## config.mk

```make
export PLATFORM = sky130hd
export DESIGN_NAME = tmsc_control
export DESIGN_NICKNAME = d
export VERILOG_FILES = /design/src/tmsc_pkg.sv /design/src/tmsc_control.sv /design/src/tmsc_limit_check.sv
export SDC_FILE = /design/constraint.sdc
export NUM_CORES = 1
export LEC_CHECK = 0
export BUFFER_PORTS_ARGS = -buffer_cell sky130_fd_sc_hd__clkbuf_2
export CORE_MARGIN = 4
export CORE_UTILIZATION = 51
export CTS_CLUSTER_DIAMETER = 50
export CTS_CLUSTER_SIZE = 40
export DETAILED_ROUTE_END_ITERATION = 12
export PLACE_DENSITY = 0.72
export SYNTH_ARGS = -nofsm -noshare
export SYNTH_HDL_FRONTEND = slang
export SYNTH_HIERARCHICAL = 1
export SYNTH_SLANG_ARGS = --single-unit
```

## constraint.sdc

```tcl
create_clock -name clock -period 3.08 [get_ports clock]
set_input_delay 0.154 -clock clock [delete_from_list [all_inputs] [get_ports clock]]
set_output_delay 0.154 -clock clock [all_outputs]
set_load 0.02 [all_outputs]
```

## src/tmsc_pkg.sv

```systemverilog
// Package with offsets, field positions, reset values and timing constants of the temperature monitor control.
package tmsc_pkg;

  // ----------------------------------------------------------------------------
  // Register pointer values (read and write addresses differ)
  // ----------------------------------------------------------------------------
  localparam logic [7:0] RD_LOCAL_VALUE = 8'h00;
  localparam logic [7:0] RD_REMOTE_HIGH = 8'h01;
  localparam logic [7:0] RD_STATUS = 8'h02;
  localparam logic [7:0] RD_CONFIG = 8'h03;
  localparam logic [7:0] RD_RATE = 8'h04;
  localparam logic [7:0] RD_LOCAL_HIGH_LIMIT = 8'h05;
  localparam logic [7:0] RD_LOCAL_LOW_LIMIT = 8'h06;
  localparam logic [7:0] RD_REMOTE_HIGH_LIMIT = 8'h07;
  localparam logic [7:0] RD_REMOTE_LOW_LIMIT = 8'h08;
  localparam logic [7:0] RD_REMOTE_LOW = 8'h10;
  localparam logic [7:0] RD_MAKER_ID = 8'hFE;
  localparam logic [7:0] RD_REVISION = 8'hFF;
  localparam logic [7:0] WR_CONFIG = 8'h09;
  localparam logic [7:0] WR_RATE = 8'h0A;
  localparam logic [7:0] WR_LOCAL_HIGH_LIMIT = 8'h0B;
  localparam logic [7:0] WR_LOCAL_LOW_LIMIT = 8'h0C;
  localparam logic [7:0] WR_REMOTE_HIGH_LIMIT = 8'h0D;
  localparam logic [7:0] WR_REMOTE_LOW_LIMIT = 8'h0E;
  localparam logic [7:0] WR_ONE_SHOT = 8'h0F;

  // ----------------------------------------------------------------------------
  // Field positions
  // ----------------------------------------------------------------------------
  localparam int unsigned STAT_BUSY_BIT = 7;
  localparam int unsigned STAT_FLAG_LSB = 2;
  localparam int unsigned NUM_FLAGS = 5;
  localparam int unsigned CFG_MASK_BIT = 7;
  localparam int unsigned CFG_STANDBY_BIT = 6;
  localparam int unsigned RATE_CODE_BITS = 3;
  localparam logic [2:0] RATE_CODE_FASTEST = 3'h7;

  // Flag vector order, bit 4 down to bit 0 maps to status bits 6 down to 2.
  localparam int unsigned FLAG_LOCAL_OVER = 4;
  localparam int unsigned FLAG_LOCAL_UNDER = 3;
  localparam int unsigned FLAG_REMOTE_OVER = 2;
  localparam int unsigned FLAG_REMOTE_UNDER = 1;
  localparam int unsigned FLAG_OPEN = 0;

  // ----------------------------------------------------------------------------
  // Reset values
  // ----------------------------------------------------------------------------
  localparam logic [7:0] RST_CONFIG = 8'h00;
  localparam logic [7:0] RST_RATE = 8'h02;
  localparam logic [7:0] RST_TEMP_VALUE = 8'h80;
  localparam logic [2:0] RST_REMOTE_FRACTION = 3'h0;
  localparam logic [7:0] RST_HIGH_LIMIT = 8'h7F;
  localparam logic [7:0] RST_LOW_LIMIT = 8'hC9;
  localparam logic [7:0] RST_POINTER = 8'h00;

  // ----------------------------------------------------------------------------
  // Timing
  // ----------------------------------------------------------------------------
  localparam int unsigned CLOCK_HZ = 50_000_000;
  localparam int unsigned FAST_CONV_MS = 125;
  localparam int unsigned FAST_CONV_CYCLES = FAST_CONV_MS * (CLOCK_HZ / 1000);

  typedef enum logic [1:0] {
    CONV_IDLE = 2'b00,
    CONV_RUN = 2'b01,
    CONV_COMPARE = 2'b10
  } tmsc_state_e;

endpackage

```

## src/tmsc_control.sv

```systemverilog
// Control and status logic of a two-channel temperature monitor behind a byte-level bus target port.
//
// Summary of operation
// RQ1: Status bit 7 is high while a conversion is in progress.
// RQ2: Each comparison sets local over/under and remote over/under flags in bits 6..3.
// RQ3: Status bit 2 sets when the remote diode is open circuit.
// RQ4: Any flag high sets the alert latch and pulls the alert pin low.
// RQ5: A status read clears each flag whose cause has gone away.
// RQ6: A flag whose cause still holds stays set across status reads.
// RQ7: Only an alert response read clears the latch, and only once all is clear.
// RQ8: Flags stay set until a qualifying status read or power-on reset.
// RQ9: Configuration bit 6 at zero runs conversions; at one selects standby.
// RQ10: The low standby pin also forces standby, whatever the configuration bit.
// RQ11: Value registers keep their last results throughout standby.
// RQ12: Configuration bit 7 masks the alert pin; zero enables it.
// RQ13: Rate code 0..7 divides the conversion clock by 128..1; 7 gives 125 ms.
// RQ14: The host writes zeros in the upper rate bits and no code above 7.
// RQ15: High checks trip strictly above the limit, low checks strictly below.
// RQ16: Four host-readable and writable limit bytes exist for both channels.
// RQ17: Limits accept negative two's-complement values.
// RQ18: A one-shot write in standby runs one conversion then returns to standby.
// RQ19: The one-shot data byte is discarded; only the write access counts.
// RQ20: The block is purely a bus target; the host does all configuration.
// RQ21: The first byte of each write loads the pointer; a second byte writes data.
// RQ22: Separate read and write addresses: status 02, configuration 03/09, rate 04/0A.
// RQ23: An alert response read is answered with the own device address.
// RQ24: Reserved status bits 1..0 and configuration bits 5..0 read as zero.
// RQ25: A free-running timer schedules conversions, suppressed entirely in standby.
`timescale 1ns/1ps
module tmsc_control #(
  parameter int unsigned FAST_CONV_CYCLES = tmsc_pkg::FAST_CONV_CYCLES,
  parameter logic [7:0] MAKER_ID = 8'h5A,
  parameter logic [7:0] REVISION_ID = 8'h01
) (
  input wire logic clock,
  input wire logic arst_n,
  input wire logic standby_pin_n,
  input wire logic bus_wr_valid,
  input wire logic bus_wr_first,
  input wire logic [7:0] bus_wr_data,
  input wire logic bus_rd_req,
  output logic [7:0] bus_rd_data,
  input wire logic ara_req,
  input wire logic [6:0] device_address,
  output logic ara_ack,
  output logic [7:0] ara_data,
  output logic alert_n_o,
  output logic alert_oe,
  output logic conv_start,
  input wire logic conv_done,
  input wire logic [7:0] local_meas,
  input wire logic [10:0] remote_meas,
  input wire logic remote_open
);

  // MAKER_ID and REVISION_ID defaults are arbitrary values.

  // ----------------------------------------------------------------------------
  // Standby pin synchroniser
  // ----------------------------------------------------------------------------
  logic sby_s1_q;
  logic sby_s2_q;
  logic sby_s3_q;
  logic sby_pin_q;
  logic sby_pin_d;

  always_comb begin
    sby_pin_d = sby_pin_q;
    if (sby_s2_q == sby_s3_q) begin
      sby_pin_d = sby_s3_q;
    end
  end

  // The pin idles high (run), so the chain resets to that level.
  always_ff @(posedge clock or negedge arst_n) begin
    if (!arst_n) begin
      sby_s1_q <= 1'b1;
      sby_s2_q <= 1'b1;
      sby_s3_q <= 1'b1;
      sby_pin_q <= 1'b1;
    end else begin
      sby_s1_q <= standby_pin_n;
      sby_s2_q <= sby_s1_q;
      sby_s3_q <= sby_s2_q;
      sby_pin_q <= sby_pin_d;
    end
  end

  // ----------------------------------------------------------------------------
  // Register file and pointer
  // ----------------------------------------------------------------------------
  logic [7:0] ptr_q, ptr_d;
  logic [7:0] cfg_q, cfg_d;
  logic [7:0] rate_q, rate_d;
  logic [7:0] lim_q [4], lim_d [4];
  logic one_shot_req;
  logic standby;
  logic status_read;

  // Limit array order: local high, local low, remote high, remote low.
  always_comb begin
    ptr_d = ptr_q;
    cfg_d = cfg_q;
    rate_d = rate_q;
    lim_d = lim_q;
    one_shot_req = 1'b0;
    if (bus_wr_valid) begin
      if (bus_wr_first) begin
        ptr_d = bus_wr_data; // [RQ21] [RQ20]
      end else begin
        unique case (ptr_q) // [RQ22]
          tmsc_pkg::WR_CONFIG: begin
            cfg_d = 8'h00;
            cfg_d[tmsc_pkg::CFG_MASK_BIT] = bus_wr_data[tmsc_pkg::CFG_MASK_BIT]; // [RQ24]
            cfg_d[tmsc_pkg::CFG_STANDBY_BIT] = bus_wr_data[tmsc_pkg::CFG_STANDBY_BIT];
          end
          tmsc_pkg::WR_RATE: rate_d = bus_wr_data; // [RQ14]
          tmsc_pkg::WR_LOCAL_HIGH_LIMIT: lim_d[0] = bus_wr_data; // [RQ16]
          tmsc_pkg::WR_LOCAL_LOW_LIMIT: lim_d[1] = bus_wr_data; // [RQ16]
          tmsc_pkg::WR_REMOTE_HIGH_LIMIT: lim_d[2] = bus_wr_data; // [RQ16]
          tmsc_pkg::WR_REMOTE_LOW_LIMIT: lim_d[3] = bus_wr_data; // [RQ16]
          tmsc_pkg::WR_ONE_SHOT: one_shot_req = 1'b1; // [RQ19]
          default: begin
          end
        endcase
      end
    end
  end

  always_ff @(posedge clock or negedge arst_n) begin
    if (!arst_n) begin
      ptr_q <= tmsc_pkg::RST_POINTER;
      cfg_q <= tmsc_pkg::RST_CONFIG;
      rate_q <= tmsc_pkg::RST_RATE;
      lim_q[0] <= tmsc_pkg::RST_HIGH_LIMIT;
      lim_q[1] <= tmsc_pkg::RST_LOW_LIMIT;
      lim_q[2] <= tmsc_pkg::RST_HIGH_LIMIT;
      lim_q[3] <= tmsc_pkg::RST_LOW_LIMIT;
    end else begin
      ptr_q <= ptr_d;
      cfg_q <= cfg_d;
      rate_q <= rate_d;
      lim_q <= lim_d;
    end
  end

  assign standby = cfg_q[tmsc_pkg::CFG_STANDBY_BIT] || !sby_pin_q; // [RQ9] [RQ10]
  assign status_read = bus_rd_req && (ptr_q == tmsc_pkg::RD_STATUS);

  // ----------------------------------------------------------------------------
  // Conversion scheduler
  // ----------------------------------------------------------------------------
  logic [31:0] tick_q, tick_d;
  logic [7:0] period_q, period_d;
  logic [7:0] divider;
  logic sched_due;

  // Code 7 needs one base period per conversion, each step down doubles it.
  assign divider = 8'h01 << (tmsc_pkg::RATE_CODE_FASTEST - rate_q[tmsc_pkg::RATE_CODE_BITS-1:0]); // [RQ13]

  // The timer keeps running in standby so leaving standby does not restart the schedule phase.
  always_comb begin
    tick_d = tick_q + 32'h0000_0001;
    period_d = period_q;
    sched_due = 1'b0;
    if (tick_q >= FAST_CONV_CYCLES - 1) begin
      tick_d = 32'h0000_0000;
      if (period_q >= divider - 8'h01) begin
        period_d = 8'h00;
        sched_due = 1'b1; // [RQ25]
      end else begin
        period_d = period_q + 8'h01;
      end
    end
  end

  always_ff @(posedge clock or negedge arst_n) begin
    if (!arst_n) begin
      tick_q <= 32'h0000_0000;
      period_q <= 8'h00;
    end else begin
      tick_q <= tick_d;
      period_q <= period_d;
    end
  end

  // ----------------------------------------------------------------------------
  // Conversion sequencer and value registers
  // ----------------------------------------------------------------------------
  tmsc_pkg::tmsc_state_e state_q, state_d;
  logic shot_pend_q, shot_pend_d;
  logic [7:0] local_val_q, local_val_d;
  logic [7:0] remote_val_q, remote_val_d;
  logic [2:0] remote_frac_q, remote_frac_d;
  logic open_q, open_d;

  always_comb begin
    state_d = state_q;
    shot_pend_d = shot_pend_q;
    local_val_d = local_val_q;
    remote_val_d = remote_val_q;
    remote_frac_d = remote_frac_q;
    open_d = open_q;
    conv_start = 1'b0;
    if (one_shot_req && standby) begin
      shot_pend_d = 1'b1; // [RQ18]
    end
    unique case (state_q)
      tmsc_pkg::CONV_IDLE: begin
        if ((sched_due && !standby) || shot_pend_q) begin // [RQ25] [RQ9] [RQ18]
          conv_start = 1'b1;
          shot_pend_d = 1'b0;
          state_d = tmsc_pkg::CONV_RUN;
        end
      end
      tmsc_pkg::CONV_RUN: begin
        if (conv_done) begin
          local_val_d = local_meas; // [RQ11]
          remote_val_d = remote_meas[10:3];
          remote_frac_d = remote_meas[2:0];
          open_d = remote_open;
          state_d = tmsc_pkg::CONV_COMPARE;
        end
      end
      tmsc_pkg::CONV_COMPARE: state_d = tmsc_pkg::CONV_IDLE;
      default: state_d = tmsc_pkg::CONV_IDLE;
    endcase
  end

  always_ff @(posedge clock or negedge arst_n) begin
    if (!arst_n) begin
      state_q <= tmsc_pkg::CONV_IDLE;
      shot_pend_q <= 1'b0;
      local_val_q <= tmsc_pkg::RST_TEMP_VALUE;
      remote_val_q <= tmsc_pkg::RST_TEMP_VALUE;
      remote_frac_q <= tmsc_pkg::RST_REMOTE_FRACTION;
      open_q <= 1'b0;
    end else begin
      state_q <= state_d;
      shot_pend_q <= shot_pend_d;
      local_val_q <= local_val_d;
      remote_val_q <= remote_val_d;
      remote_frac_q <= remote_frac_d;
      open_q <= open_d;
    end
  end

  // ----------------------------------------------------------------------------
  // Limit comparison
  // ----------------------------------------------------------------------------
  logic [7:0] chan_val [2];
  logic [1:0] chan_over;
  logic [1:0] chan_under;
  logic [tmsc_pkg::NUM_FLAGS-1:0] cause;

  assign chan_val[0] = local_val_q;
  assign chan_val[1] = remote_val_q;

  for (genvar ch = 0; ch < 2; ch++) begin : g_chan
    tmsc_limit_check u_check (
      .value(chan_val[ch]),
      .high_limit(lim_q[2*ch]),
      .low_limit(lim_q[2*ch+1]),
      .over(chan_over[ch]),
      .under(chan_under[ch])
    );
  end

  // Causes are judged against the held value registers, so they persist through standby.
  always_comb begin
    cause = '0;
    cause[tmsc_pkg::FLAG_LOCAL_OVER] = chan_over[0];
    cause[tmsc_pkg::FLAG_LOCAL_UNDER] = chan_under[0];
    cause[tmsc_pkg::FLAG_REMOTE_OVER] = chan_over[1];
    cause[tmsc_pkg::FLAG_REMOTE_UNDER] = chan_under[1];
    cause[tmsc_pkg::FLAG_OPEN] = open_q;
  end

  // ----------------------------------------------------------------------------
  // Flags, alert latch and read answers
  // ----------------------------------------------------------------------------
  logic [tmsc_pkg::NUM_FLAGS-1:0] flags_q, flags_d;
  logic [tmsc_pkg::NUM_FLAGS-1:0] flag_set;
  logic [tmsc_pkg::NUM_FLAGS-1:0] flag_clr;
  logic alert_q, alert_d;
  logic alert_drive;
  logic [7:0] status_byte;
  logic [7:0] rd_data_d;
  logic ara_ack_d;

  assign alert_drive = alert_q && !cfg_q[tmsc_pkg::CFG_MASK_BIT]; // [RQ12]

  always_comb begin
    flag_set = (state_q == tmsc_pkg::CONV_COMPARE) ? cause : '0; // [RQ2] [RQ3]
    flag_clr = status_read ? ~cause : '0; // [RQ5] [RQ6]
    flags_d = (flags_q & ~flag_clr) | flag_set; // [RQ8]
    alert_d = alert_q || (|flags_q); // [RQ4]
    if (ara_req && alert_drive && !(|flags_q) && !(|cause)) begin
      alert_d = 1'b0; // [RQ7]
    end
    ara_ack_d = ara_req && alert_drive;
    status_byte = 8'h00; // [RQ24]
    status_byte[tmsc_pkg::STAT_BUSY_BIT] = (state_q != tmsc_pkg::CONV_IDLE); // [RQ1]
    status_byte[tmsc_pkg::STAT_FLAG_LSB +: tmsc_pkg::NUM_FLAGS] = flags_q;
    unique case (ptr_q) // [RQ22]
      tmsc_pkg::RD_LOCAL_VALUE: rd_data_d = local_val_q;
      tmsc_pkg::RD_REMOTE_HIGH: rd_data_d = remote_val_q;
      tmsc_pkg::RD_REMOTE_LOW: rd_data_d = {remote_frac_q, 5'h00};
      tmsc_pkg::RD_STATUS: rd_data_d = status_byte;
      tmsc_pkg::RD_CONFIG: rd_data_d = cfg_q;
      tmsc_pkg::RD_RATE: rd_data_d = rate_q;
      tmsc_pkg::RD_LOCAL_HIGH_LIMIT: rd_data_d = lim_q[0]; // [RQ16]
      tmsc_pkg::RD_LOCAL_LOW_LIMIT: rd_data_d = lim_q[1];
      tmsc_pkg::RD_REMOTE_HIGH_LIMIT: rd_data_d = lim_q[2];
      tmsc_pkg::RD_REMOTE_LOW_LIMIT: rd_data_d = lim_q[3];
      tmsc_pkg::RD_MAKER_ID: rd_data_d = MAKER_ID;
      tmsc_pkg::RD_REVISION: rd_data_d = REVISION_ID;
      default: rd_data_d = 8'h00;
    endcase
  end

  always_ff @(posedge clock or negedge arst_n) begin
    if (!arst_n) begin
      flags_q <= '0;
      alert_q <= 1'b0;
      bus_rd_data <= 8'h00;
      ara_ack <= 1'b0;
      ara_data <= 8'h00;
    end else begin
      flags_q <= flags_d;
      alert_q <= alert_d;
      ara_ack <= ara_ack_d;
      if (bus_rd_req) begin
        bus_rd_data <= rd_data_d;
      end
      if (ara_req) begin
        ara_data <= ara_ack_d ? {device_address, 1'b0} : 8'h00; // [RQ23]
      end
    end
  end

  // Open drain: the pin is only ever pulled low, never driven high.
  assign alert_n_o = 1'b0;
  assign alert_oe = alert_drive; // [RQ4] [RQ12]

endmodule

```

## src/tmsc_limit_check.sv

```systemverilog
// Signed high and low limit comparator for one temperature channel.
`timescale 1ns/1ps
module tmsc_limit_check (
  input wire logic [7:0] value,
  input wire logic [7:0] high_limit,
  input wire logic [7:0] low_limit,
  output logic over,
  output logic under
);

  // Limits and values are both taken as two's complement, so the compare is signed; the reset value 8'h80 reads as -128.
  always_comb begin
    over = $signed(value) > $signed(high_limit); // [RQ15] [RQ17]
    under = $signed(value) < $signed(low_limit); // [RQ15] [RQ17]
  end

endmodule

```

==> reports/results.txt <==
DRT Pass-1 Iters - 4
Failing checks - hold timing
Root Buffer - clkbuf_16
Synthesis Warnings - 6
Final #Nets - 899
Fraction of layout cells with a size suffix above 1 - 0.233
Hold WC Path Type - in -> reg
Met3 usage - 0.0464
Final TNS setup - 0 ns
Leakage - 4.00 nW
Final setup viols - 0
Synthesized area - 7300 um2
Crit end category - output port
Worst-margin pin slew - 0.909 ns
Die Ht - 128 um
Yosys cell types - 63
WHS - -0.00816 ns
Total grt overflow - 0
Dominant synthesized flop cell - dfrtp_1
Avg Cell Area, Syn - 10.2 um2
Worst-Skew Late Latency - 0.42 ns
Setup crit start kind - flop
First-pass GRT wire length - 29400 um
Max-slew violations - 0
# diodes - 0
Row cnt - 43
Register area share after synthesis - 0.481
Port Buffer Count - 60
Power Density - 686 nW/um2
Core area - 13900 um2
Clock Sinks - 139
Routed WL - 18100 um
Most Crowded Layer GR - met2
Vias per cell - 5.66
CP Max Fanout - 9
RSZ-0062 raised after global routing - false
Flops & latches, synth - 139
Gate Count Post-Synth - 717
Peak Freq - 339 MHz
GRT Overall Usage - 0.232
Drt initial violations - 414
Async SR Flop Fraction - 1.00
Post-synth EDFFs - 0
Vias in the first global route - 5733
Vias - 5708
Clock Skews - 0.00573 ns
Wire length per cell - 17.9 um
Final HPWL DP - 13200 um
Req. time, crit path - 2.93 ns
RD Place Congestion - 0.930
Critical Path AT - 2.79 ns
Effective utilization at floorplan - 0.524
CTS clock-pin slew for the worst setup and hold paths - 0.05 ns
Initial antenna violation count - 0
Tmin final - 2.95 ns
Pin count of the biggest net entering global routing - 83
CTS tree - done
Final hold vios - 2
Die span in x - 128 um
Antenna Nets Post-Route - 0
Ports - 63
Total CTS buffers - 17
Layout area overhead - 18.7%
Clk buf depth - 2
Status - finished, violations left
Total power - 0.00595 W
Met2 usage - 0.365
Final Cycle Share - 0.957
Met1 usage - 0.320
Maximum capacitance violations - 0
Max H-tree Level - 4
Crit Path Class - reg -> out
DIE AREA - 16300 um2
Remaining DRCs - 0
Slew HR - 0.388
VDD IR max - 411 uV
==> stage by stage <==
step	std cells	util	instance area [um2]	hold WS, ns	worst slack [ns]
floorplan	727	-	7340	-0.142	0.798
global placement	950	0.562	7830	0.244	0.581
detailed placement	950	0.562	7830	0.254	0.532
CTS	1009	0.621	8660	0.00618	0.0679
global route	1009	0.622	8670	0.0181	0.0384
finish	1009	0.622	8670	-0.00816	0.134
==> layer usage <==
layer | wire length, um | vias up
li1 | - | 2686
met1 | 8140 | 2835
met2 | 8530 | 158
met3 | 1060 | 29
met4 | 363 | 0
met5 | 0 | -
==> flip-flops by register name, summed over array words and instances (netlist names), 2 cells and up <==
signal / flops
tick_q: 32
remote_frac_q: 3
state_q: 2
ara_data: 7
bus_rd_data: 8
period_q: 8
cfg_q: 2
ptr_q: 8
remote_val_q: 8
flags_q: 5
rate_q: 8
local_val_q: 8
lim_q: 32
==> layout make-up <==
| cell class | instances | area, um2 |
|---|---|---|
| Fill cell | 1152 | 5270 |
| Multi-Input combinational cell | 513 | 3530 |
| Sequential cell | 139 | 3510 |
| Timing Repair Buffer | 96 | 657 |
| Clock buffer | 23 | 458 |
| Tap cell | 180 | 225 |
| Inverter | 49 | 184 |
| Clock inverter | 9 | 97.6 |
==> path summary, 6_finish.rpt <==
check / start / to / slack (ns) / cells past startpoint
max in group asynchronous: arst_n / lim_q[30]$_DFFE_PN1P_ / 1.89 / 3
max: rate_q[2]$_DFFE_PN0P_ / conv_start / 0.13 / 8
min in group asynchronous: arst_n / tick_q[20]$_DFF_PN0_ / 0.35 / 2
min reg2reg: sby_s1_q$_DFF_PN1_ / sby_s2_q$_DFF_PN1_ / 0.36 / 0
min: device_address[6] / ara_data[7]$_DFFE_PN0P_ / -0.008 / 3
max reg2reg: rate_q[2]$_DFFE_PN0P_ / period_q[0]$_DFFE_PN0N_ / 0.55 / 7
==> where the power goes <==
part / internal [W] / total, W / switching [W]
Sequential: 0.00213 / 0.00252 / 0.000396
Clock: 0.00120 / 0.00194 / 0.000736
Combinational: 0.000681 / 0.00148 / 0.000802
==> critical path, cell delays in order (launching register included) <==
cell,delay (ns)
dfrtp_1,0.46
or2_2,0.32
ha_1,0.30
a21o_1,0.19
a21o_1,0.17
a221o_2,0.42
a41oi_2,0.25
nor3_1,0.09
clkbuf_2,0.17
==> timing repair <==
action | CTS | global route
gates resized for setup | 0 | 2
endpoints found under the hold margin | 100 | 0
hold buffers | 27 | 0
buffers inserted | 0 | 0
endpoints found under the setup margin | 0 | 1
==> kinds of logic (layout without fill, tap and decap cells) <==
group,Yosys count,count (layout),share of synthesized area
other cells,2,12,0.00103
buf+inv,75,177,0.0415
mux,67,67,0.105
fa+ha+maj,41,41,0.0699
flops,139,139,0.481
xor+xnor,20,20,0.0240
compound gates,109,109,0.101
simple gates,264,264,0.177
==> synth_stat cells, drive strengths merged, types with 6 or more instances <==
cell / instances / area [um2]
dfrtp: 110 / 2750
nand2: 100 / 375
mux2: 55 / 619
inv: 49 / 184
nor2: 48 / 183
ha: 40 / 500
o21ai: 34 / 170
nand3: 31 / 155
dfstp: 29 / 762
nor2b: 18 / 113
a21oi: 16 / 87.6
clkbuf: 16 / 60.1
nand4: 13 / 81.3
xor2: 13 / 114
a21o: 10 / 75.1
a22o: 10 / 87.6
buf: 10 / 58.8
mux2i: 10 / 100
and3: 9 / 56.3
nor3: 9 / 45.0
and2: 7 / 43.8
nor4: 7 / 50.1
xnor2: 7 / 61.3
nor3b: 6 / 67.6
==> cells in the final DEF (no fill, tap or decap), drive strengths merged, types with 3 or more instances in the layout <==
cell         Yosys  routed
a21oi           16      16
xor2            13      13
nor3b            6       6
dfstp           29      29
clkbuf          16      82
a21o            10      10
nand2          100     100
o211ai           3       3
a22o            10      10
nor4             7       7
a32oi            5       5
nand3b           3       3
o21ai           34      34
nor3             9       9
buf             10      10
inv             49      49
nand2b           5       5
o22ai            4       4
xnor2            7       7
ha              40      40
conb             2      12
mux2            55      55
nor2b           18      18
a22oi            5       5
and3             9       9
a31oi            3       3
nand3           31      31
nand4           13      13
and2             7       7
nor2            48      48
or3              3       3
a221oi           3       3
mux2i           10      10
clkinv           0       6
dlygate4sd3      0      27
dfrtp          110     110
Power figures use the tool's default switching activity.
